File: src/hw/iiu_pkg.sv
// constants and types for the increment instruction unit
package iiu_pkg;
   // ==========================================
   // instruction word layout
   localparam int IIU_INSTR_W = 12;
   localparam int IIU_DATA_W = 8;
   localparam int IIU_ADDR_W = 5;
   localparam int IIU_OPC_MSB = 11;
   localparam int IIU_OPC_LSB = 6;
   localparam int IIU_DEST_POS = 5;
   localparam int IIU_ADDR_MSB = 4;
   localparam int IIU_ADDR_LSB = 0;
   localparam logic [5:0] IIU_OPC_INC = 6'h0A;
   localparam logic [5:0] IIU_OPC_INCSKIP = 6'h0F;
   localparam logic IIU_DEST_ACC = 1'b0;
   localparam logic IIU_DEST_REG = 1'b1;
   // ==========================================
   // reset values and the increment constant
   localparam logic [7:0] IIU_DATA_RST = 8'h00;
   localparam logic [4:0] IIU_ADDR_RST = 5'h00;
   localparam logic [7:0] IIU_ONE = 8'h01;
   // ==========================================
   // sequencing states
   typedef enum logic [1:0] {
      IIU_IDLE = 2'b00,
      IIU_EXEC = 2'b01,
      IIU_NOP = 2'b10
   } iiu_state_t;
endpackage

File: src/hw/iiu_decode.sv
// instruction pattern decoder for the two increment instructions
`timescale 1ns/1ps
module iiu_decode
   import iiu_pkg::*;
(
   input wire logic [11:0] instr,
   output logic is_inc,
   output logic is_incskip,
   output logic dest_reg,
   output logic [4:0] addr
);
   always_comb begin
      is_inc = instr[IIU_OPC_MSB:IIU_OPC_LSB] == IIU_OPC_INC;
      is_incskip = instr[IIU_OPC_MSB:IIU_OPC_LSB] == IIU_OPC_INCSKIP;
      dest_reg = instr[IIU_DEST_POS];
      addr = instr[IIU_ADDR_MSB:IIU_ADDR_LSB];
   end
endmodule

File: src/hw/iiu_top.sv
// increment and increment-skip execution unit
// Function
// - increment_register pattern: add one to register f, set zero flag.
// - increment_skip_if_null: add one, keep flags, skip next when zero.
// - destination bit 0: result to accumulator, register untouched.
// - destination bit 1: result written back to the same register.
// - on zero skip, the already-fetched next instruction is discarded.
// - discarded slot runs a no_operation cycle; two cycles on a skip.
`timescale 1ns/1ps
module iiu_top
   import iiu_pkg::*;
(
   input wire logic clk,
   input wire logic resetn,
   input wire logic ce,
   input wire logic instr_valid,
   input wire logic [11:0] instr,
   input wire logic [7:0] rf_rdata,
   output logic [4:0] rf_raddr,
   output logic rf_we,
   output logic [4:0] rf_waddr,
   output logic [7:0] rf_wdata,
   output logic acc_we,
   output logic [7:0] acc_wdata,
   output logic zero_we,
   output logic zero_val,
   output logic discard_next,
   output logic nop_cycle,
   output logic busy
);
   // ==========================================
   // decode
   logic dec_inc;
   logic dec_skip;
   logic dec_dest;
   logic [4:0] dec_addr;

   iiu_decode u_dec (
      .instr(instr),
      .is_inc(dec_inc),
      .is_incskip(dec_skip),
      .dest_reg(dec_dest),
      .addr(dec_addr)
   );

   function automatic logic [7:0] iiu_incr(input logic [7:0] v);
      iiu_incr = v + IIU_ONE;
   endfunction

   // an all-ones operand wraps to a null result
   function automatic logic iiu_is_null(input logic [7:0] v);
      iiu_is_null = (v == IIU_DATA_RST);
   endfunction

   // ==========================================
   // sequencing state
   iiu_state_t state_reg, state_next;
   logic skip_reg, skip_next;
   logic dest_reg, dest_next;
   logic [4:0] addr_reg, addr_next;
   logic [4:0] rf_raddr_reg, rf_raddr_next;
   logic rf_we_reg, rf_we_next;
   logic [4:0] rf_waddr_reg, rf_waddr_next;
   logic [7:0] rf_wdata_reg, rf_wdata_next;
   logic acc_we_reg, acc_we_next;
   logic [7:0] acc_wdata_reg, acc_wdata_next;
   logic zero_we_reg, zero_we_next;
   logic zero_val_reg, zero_val_next;
   logic discard_reg, discard_next_v;
   logic nop_reg, nop_next;
   logic busy_reg, busy_next;
   logic [7:0] result;
   logic result_null;
   logic take;
   logic skip_hit;

   // one adder serves both instructions; its zero test also steers the skip
   assign result = iiu_incr(rf_rdata);
   assign result_null = iiu_is_null(result);
   // words offered while busy are not looked at, and nothing says so
   assign take = (state_reg == IIU_IDLE) && instr_valid
      && (dec_inc || dec_skip);
   // skip only on a null result
   assign skip_hit = (state_reg == IIU_EXEC) && skip_reg && result_null;

   // ==========================================
   // instruction sequencer
   always_comb begin
      state_next = state_reg;
      unique case (state_reg)
         IIU_IDLE: begin
            if (take) begin
               state_next = IIU_EXEC;
            end
         end
         IIU_EXEC: begin
            if (skip_hit) begin
               state_next = IIU_NOP;
            end else begin
               state_next = IIU_IDLE;
            end
         end
         IIU_NOP: begin
            state_next = IIU_IDLE;
         end
         default: begin
            state_next = IIU_IDLE;
         end
      endcase
   end

   always_ff @(posedge clk) begin
      if (!resetn) begin
         state_reg <= IIU_IDLE;
      end else if (ce) begin
         state_reg <= state_next;
      end
   end

   // ==========================================
   // operand capture
   always_comb begin
      skip_next = skip_reg;
      dest_next = dest_reg;
      addr_next = addr_reg;
      rf_raddr_next = rf_raddr_reg;
      if (take) begin
         // address goes out next cycle, read data settles before the edge that ends EXEC
         skip_next = dec_skip;
         dest_next = dec_dest;
         addr_next = dec_addr;
         rf_raddr_next = dec_addr;
      end
   end

   always_ff @(posedge clk) begin
      if (!resetn) begin
         skip_reg <= 1'b0;
         dest_reg <= IIU_DEST_ACC;
         addr_reg <= IIU_ADDR_RST;
         rf_raddr_reg <= IIU_ADDR_RST;
      end else if (ce) begin
         skip_reg <= skip_next;
         dest_reg <= dest_next;
         addr_reg <= addr_next;
         rf_raddr_reg <= rf_raddr_next;
      end
   end

   // ==========================================
   // strobes towards the fetch pipeline
   always_comb begin
      busy_next = take;
      discard_next_v = 1'b0;
      nop_next = 1'b0;
      if (skip_hit) begin
         discard_next_v = 1'b1;
         busy_next = 1'b1;
      end
      // dead cycle in place of the dropped word
      if (state_reg == IIU_NOP) begin
         nop_next = 1'b1;
      end
   end

   always_ff @(posedge clk) begin
      if (!resetn) begin
         discard_reg <= 1'b0;
         nop_reg <= 1'b0;
         busy_reg <= 1'b0;
      end else if (ce) begin
         discard_reg <= discard_next_v;
         nop_reg <= nop_next;
         busy_reg <= busy_next;
      end
   end

   // ==========================================
   // result stage
   // ce low holds these strobes too, so the partner must stall alongside
   always_comb begin
      rf_we_next = 1'b0;
      rf_waddr_next = rf_waddr_reg;
      rf_wdata_next = rf_wdata_reg;
      acc_we_next = 1'b0;
      acc_wdata_next = acc_wdata_reg;
      zero_we_next = 1'b0;
      zero_val_next = zero_val_reg;
      if (state_reg == IIU_EXEC) begin
         if (dest_reg == IIU_DEST_REG) begin
            rf_we_next = 1'b1;
            rf_waddr_next = addr_reg;
            rf_wdata_next = result;
         end else begin
            acc_we_next = 1'b1;
            acc_wdata_next = result;
         end
         // zero flag only for plain increment
         if (!skip_reg) begin
            zero_we_next = 1'b1;
            zero_val_next = result_null;
         end
      end
   end

   always_ff @(posedge clk) begin
      if (!resetn) begin
         rf_we_reg <= 1'b0;
         rf_waddr_reg <= IIU_ADDR_RST;
         rf_wdata_reg <= IIU_DATA_RST;
         acc_we_reg <= 1'b0;
         acc_wdata_reg <= IIU_DATA_RST;
         zero_we_reg <= 1'b0;
         zero_val_reg <= 1'b0;
      end else if (ce) begin
         rf_we_reg <= rf_we_next;
         rf_waddr_reg <= rf_waddr_next;
         rf_wdata_reg <= rf_wdata_next;
         acc_we_reg <= acc_we_next;
         acc_wdata_reg <= acc_wdata_next;
         zero_we_reg <= zero_we_next;
         zero_val_reg <= zero_val_next;
      end
   end

   assign rf_raddr = rf_raddr_reg;
   assign rf_we = rf_we_reg;
   assign rf_waddr = rf_waddr_reg;
   assign rf_wdata = rf_wdata_reg;
   assign acc_we = acc_we_reg;
   assign acc_wdata = acc_wdata_reg;
   assign zero_we = zero_we_reg;
   assign zero_val = zero_val_reg;
   assign discard_next = discard_reg;
   assign nop_cycle = nop_reg;
   assign busy = busy_reg;
endmodule

File: config.mk
export PLATFORM = sky130hd
export DESIGN_NAME = iiu_top
export DESIGN_NICKNAME = d
export VERILOG_FILES = /design/src/hw/iiu_pkg.sv /design/src/hw/iiu_decode.sv /design/src/hw/iiu_top.sv
export SDC_FILE = /design/constraint.sdc
export NUM_CORES = 1
export LEC_CHECK = 0
export ABC_CLOCK_PERIOD_IN_PS = 4500
export BUFFER_PORTS_ARGS = -buffer_cell sky130_fd_sc_hd__buf_2
export CAP_MARGIN = 20
export CORE_MARGIN = 4
export CORE_UTILIZATION = 45
export CTS_CLUSTER_DIAMETER = 200
export CTS_CLUSTER_SIZE = 20
export DETAILED_ROUTE_END_ITERATION = 10
export PLACE_DENSITY = 0.8
export SLEW_MARGIN = 20
export SYNTH_ARGS = -nofsm -noshare
export SYNTH_HDL_FRONTEND = slang
export SYNTH_SLANG_ARGS = --single-unit
File: constraint.sdc
create_clock -name clk -period 4.5 [get_ports clk]
set_input_delay 0.225 -clock clk [delete_from_list [all_inputs] [get_ports clk]]
set_output_delay 0.225 -clock clk [all_outputs]
set_load 0.02 [all_outputs]
Word level (Yosys, flattened, before mapping)
Cells that the tools add are included.

Reductions and logical operators: 12. Eq/ne operators: 5. $add $sub $neg: 1. Muxes and demuxes: 12. Bitwise gates (word level): 2.

Operators by type and width (count): 6-bit by 4-bit == test with 1-bit output, second input constant (2); 1-bit 2-to-1 mux (9); 3-bit AND reduction (3); 8-bit by 1-bit adder with 8-bit output, second input constant (1); 8-bit zero test (1); 1-bit logical AND (4); 2-bit 2-to-1 mux (2); 2-bit one-hot mux with 2 select lines (1); 2-bit AND reduction (2); 2-bit by 1-bit == test with 1-bit output, second input constant (1); 2-bit == test, second input constant (1); 2-bit zero test (1); 2-bit inequality test, second input constant (1); 1-bit NOT (2); 1-bit logical OR (1).

Output and inout port bits: 33. Bits of input ports: 24. Logic and storage cells: 46. Register bits after elaboration: 37.

Depth between registers and ports, before layout
Depth after elaboration: 5. Depth in mapped cells: 5.

Cells and area by module
Synthesis repeated with hierarchy kept, for this count alone.

Cell total of the unflattened synthesis: 170. Area total of the unflattened synthesis: 1592.8 µm².

By module, submodules not included: iiu_top (cells each 160, area each 1519.0 µm², instances 1); iiu_decode (cells each 10, area each 73.8 µm², instances 1).

Worst setup path before layout
No wires, ideal clock.

Path type: reg2reg. Start: register state_reg[1]. End: register dest_reg. Setup slack: 2872 ps. Stages on the path, launching flop included: 5. Data arrival time: 1501 ps. Period minus slack after synthesis: 1628 ps. Path through: dfxtp_1 > or4b_4 > nor3_4 > mux2i_1 > nor2_1.

Longest elaborated chain between the ends: 4.

Ends and longest elaborated chain: start: declaration (line iiu_top.sv:57) `iiu_state_t state_reg, state_next;`; start signal: assignment (line iiu_top.sv:116) `state_reg <= state_next;`; 2-bit zero test (line iiu_top.sv:81) `assign take = (state_reg == IIU_IDLE) && instr_valid`; 1-bit logical AND (line iiu_top.sv:81); 1-bit logical AND (line iiu_top.sv:82) `&& (dec_inc || dec_skip);`; 2-bit AND reduction (no line); end signal: assignment (line iiu_top.sv:144) `dest_reg <= dest_next;`; end: declaration (line iiu_top.sv:59) `logic dest_reg, dest_next;`.

No other way between the ends. A chain may end at the register's enable or synchronous reset.

Final worst setup path
Start: register state_reg[0]. End: register rf_raddr_reg[2], in the netlist rf_raddr[2].

Longest elaborated chain between the ends: 4.

Ends and longest elaborated chain: 2-bit zero test (line iiu_top.sv:81); 1-bit logical AND (line iiu_top.sv:81); 1-bit logical AND (line iiu_top.sv:82); 2-bit AND reduction (no line); end signal: assignment (line iiu_top.sv:146) `rf_raddr_reg <= rf_raddr_next;`; end: declaration (line iiu_top.sv:61) `logic [4:0] rf_raddr_reg, rf_raddr_next;`.

No other way between the ends.

==> results.md <==
Run:
- The number of maximum-capacitance violations is 0.

Critical path:
- The number of cells on the worst reg-to-reg path is 4.
- The worst setup path category is flop to flop.
- The worst reg2reg path startpoint is state_reg[0]$_SDFFE_PN0P_.
- The kind of end point of the critical path is a flop.
- The worst register-to-register path ends at rf_raddr[2]$_SDFFE_PN0P_.
- The critical path data arrival time is 2020 ps.
- STA puts the critical path data required time at 4700 ps.
- The maximum fanout encountered on the critical timing path is 8.
- STA classifies the critical path startpoint as a flop.
- The setup check on the worst reg-to-reg path leaves a slack of 2670 ps.

Clock network:
- The H-tree generated during clock tree synthesis spans 2 levels.
- In this run the deepest clock path goes through 2 buffers.
- Clock tree synthesis found a total of 37 sinks.
- The register clock-pin slew on the reported worst setup and hold paths is 110 ps.
- The clock latency of the later-clocked register in the worst-skew pair is 340 ps.
- The number of setup buffers added after CTS is 0.
- Buffers inserted during clock tree synthesis total 5.
- The cts-stage hold buffer count is 0.
- The quantity of gates resized following cts is 0.
- TritonCTS built the clock tree.
- CTS placed an instance of sky130_fd_sc_hd__clkbuf_4 at the clock tree root.

Routing:
- In this run the remaining antenna-violating nets after routing total 0.
- In the routed layout, each cell is associated on average with a via count of 5.00.
- The count of TritonRoute iterations in the first routing pass is 4.
- For this run, design rule violations remaining after detail routing come to 0.
- Dividing the detail-routed wire length by the instance count gives 12.2 µm.
- The number of violations reported at the end of detailed-routing iteration 0 is 81.
- Across all layers, the routed design uses 1361 vias.
- The total wire length is 3330 µm.

Floorplanning:
- The floorplan step defined a core boundary enclosing 3150 µm².
- The floorplan has 20 rows.
- The initial cell density of the core is 0.482.
- The area enclosed by the die boundary is 4370 µm².
- The die is 66.1 µm wide.
- The die is 66.1 µm tall.
- The count of boundary I/O pins is 57.

Global routing:
- The first-pass GRT wire length is 5430 µm.
- The initial antenna violation count was 0.
- The met3 capacity usage during global routing is 0.0527.
- Global routing finished with a remaining overflow of 0.
- met2 is the most crowded layer.
- The routing usage on met1 is 0.178.
- In the global route stage, overall resource usage came out at 0.160.
- The via count of the first global-routing pass is 1285.
- The met2 track demand over resource is 0.280.
- Entering global routing, the biggest net connects 33 pins.

Pwr:
- The largest vdd supply drop is 0.227 mV.
- For this design the static power due to leakage is 0.819 nW.
- The ratio of total power to cell area is 319 nW/µm².

Timing:
- The final-report setup violation count is 0.
- Measured against its own limit, the worst slew margin works out to 0.324.
- The count of final hold-check violations was 0.
- After routing, the total negative slack on setup checks comes to 0 ps.
- The worst-margin pin slew is 1010 ps.
- The final critical path time including I/O delays and setup is 1830 ps.
- Static timing analysis puts the maximum clock frequency at 0.547 GHz.
- Setup repair after global routing left no endpoint under its margin.
- The count of pins over their slew limit is 0.
- The clock tree skew after final layout is 8.43 ps.
- Of the available clock period, the critical path in the final layout requires 0.406.

Status:
- The run finished with clean final reports.

Synthesis:
- For this run, asynchronously set or reset flops after synthesis account for 0.
- After technology mapping, the gate count stands at 172.
- The synthesis-stage register bit count is 37.
- The share of the Yosys chip area taken by registers is 0.488.
- The synthesized cell area is 1520 µm².
- The number of unique standard cell types used by synthesis is 30.
- Yosys printed 0 warnings.
- The number of nets in the synthesized netlist is 198.
- Among all flip-flop cells after synthesis, the most frequent one is sky130_fd_sc_hd__dfxtp_1.
- The synthesized design contains 0 enable-type register cells.
- Dividing the synthesized area by the synthesized cell count gives 8.83 µm².

Placement:
- Once placement finished, the instance area stood at 1820 µm².
- The count of placed standard cells including taps is 264.
- The number of port buffers is 56.
- The congestion estimate from routability-driven global placement came to 0.773.
- The post-DP HPWL is 2480 µm.

Cells and area:
- Of the cells placed in the final design, the portion with a size suffix greater than 1 is 0.289.
- The leading cell type in the layout, fill and taps excluded is sky130_fd_sc_hd__buf_2.
- The net count of the finished layout is 253.
- The library cells used most frequently in the layout, excluding fill and tap cells, are 56 x sky130_fd_sc_hd__buf_2, 37 x sky130_fd_sc_hd__dfxtp_1, 28 x sky130_fd_sc_hd__nor2_1, 19 x sky130_fd_sc_hd__nand2_1, 14 x sky130_fd_sc_hd__a21oi_1.
- The number of inserted diodes is 0.
- Relative to the synthesized area, the layout overhead comes to 25.7%.
- The layout filler cell count is 306.
- The finished layout holds 272 standard cells, fillers aside.
- The cell area after layout is 1910 µm².

Min path:
- The number of cells traversed by the worst hold path is 3.
- The startpoint identified for the worst hold timing path is instr[3].
- The class of the worst hold path is input pin to flop.
- The capture endpoint of the worst hold path is rf_raddr[3]$_SDFFE_PN0P_.
-- cells in the mapped netlist (2+ instances only) --
cell / instances / share of area
sky130_fd_sc_hd__dfxtp_1: 37 / 0.49
sky130_fd_sc_hd__nor2_1: 28 / 0.069
sky130_fd_sc_hd__nand2_1: 19 / 0.047
sky130_fd_sc_hd__a21oi_1: 14 / 0.046
sky130_fd_sc_hd__a211oi_1: 12 / 0.059
sky130_fd_sc_hd__clkbuf_1: 8 / 0.020
sky130_fd_sc_hd__mux2i_1: 7 / 0.046
sky130_fd_sc_hd__o21ai_0: 7 / 0.023
sky130_fd_sc_hd__xor2_1: 5 / 0.029
sky130_fd_sc_hd__inv_1: 4 / 0.0099
sky130_fd_sc_hd__nand3_1: 4 / 0.013
sky130_fd_sc_hd__xnor2_1: 4 / 0.023
sky130_fd_sc_hd__ha_1: 2 / 0.016
sky130_fd_sc_hd__nand3b_1: 2 / 0.0099
sky130_fd_sc_hd__nor3_1: 2 / 0.0066
sky130_fd_sc_hd__nor4_1: 2 / 0.0082
sky130_fd_sc_hd__o31ai_1: 2 / 0.0099
-- cell type report --
type                            instances  area [µm²]  share of cell area
Timing Repair Buffer                   56         280               0.147
Clock inverter                          1        30.0              0.0157
Sequential cell                        37         741               0.388
Clock buffer                            7        55.1              0.0288
Multi-Input combinational cell        123         733               0.384
Tap cell                               44        55.1              0.0288
Inverter                                4        15.0             0.00786
-- worst max-delay path: stages (launching register included) --
cell	delay (ps)
sky130_fd_sc_hd__dfxtp_1	380
sky130_fd_sc_hd__or4b_4	560
sky130_fd_sc_hd__nor3_4	450
sky130_fd_sc_hd__mux2i_1	240
sky130_fd_sc_hd__nor2_1	50
-- per-layer routing --
metal | vias up | share of wire
li1 | 707 | -
met4 | 0 | 0.0042
met5 | - | 0
met1 | 608 | 0.45
met3 | 3 | 0.080
met2 | 43 | 0.47
-- logic make-up after synthesis --
logic type / after synthesis / share of synthesized area
and+or+nand+nor: 66 / 0.208
AOI/OAI and AO/OA: 39 / 0.160
DFF: 37 / 0.488
buffers and inverters: 12 / 0.0297
xor gates and xnor gates: 9 / 0.0519
muxes: 7 / 0.0461
adders and majority gates: 2 / 0.0165
-- worst max-delay path by stage --
stage	cells after the start	to	startpoint
floorplan	4	dest_reg$_SDFFE_PN0P_	state_reg[1]$_SDFFE_PN0P_
global placement	4	rf_raddr[2]$_SDFFE_PN0P_	state_reg[0]$_SDFFE_PN0P_
detailed placement	4	rf_raddr[2]$_SDFFE_PN0P_	state_reg[0]$_SDFFE_PN0P_
CTS	4	rf_raddr[2]$_SDFFE_PN0P_	state_reg[0]$_SDFFE_PN0P_
global route	4	rf_raddr[2]$_SDFFE_PN0P_	state_reg[0]$_SDFFE_PN0P_
finish	4	rf_raddr[2]$_SDFFE_PN0P_	state_reg[0]$_SDFFE_PN0P_
-- per-stage QoR --
stage | hold slack, ps | setup slack, ps | util | power [mW]
4_1_cts | 115 | 2650 | 0.606 | 0.615
3_3_place_gp | 439 | 2720 | 0.579 | 0.376
6_report | 122 | 2670 | 0.606 | 0.609
5_1_grt | 105 | 2590 | 0.606 | 0.636
3_5_place_dp | 447 | 2680 | 0.579 | 0.377
2_1_floorplan | 321 | 2870 | - | 0.359
-- report_power, final --
group / internal, mW / switching, mW
sequential: 0.328 / 0.000506
clock: 0.133 / 0.107
combinational: 0.0162 / 0.0244
total: 0.477 / 0.132
Power figures use the tool's default switching activity.
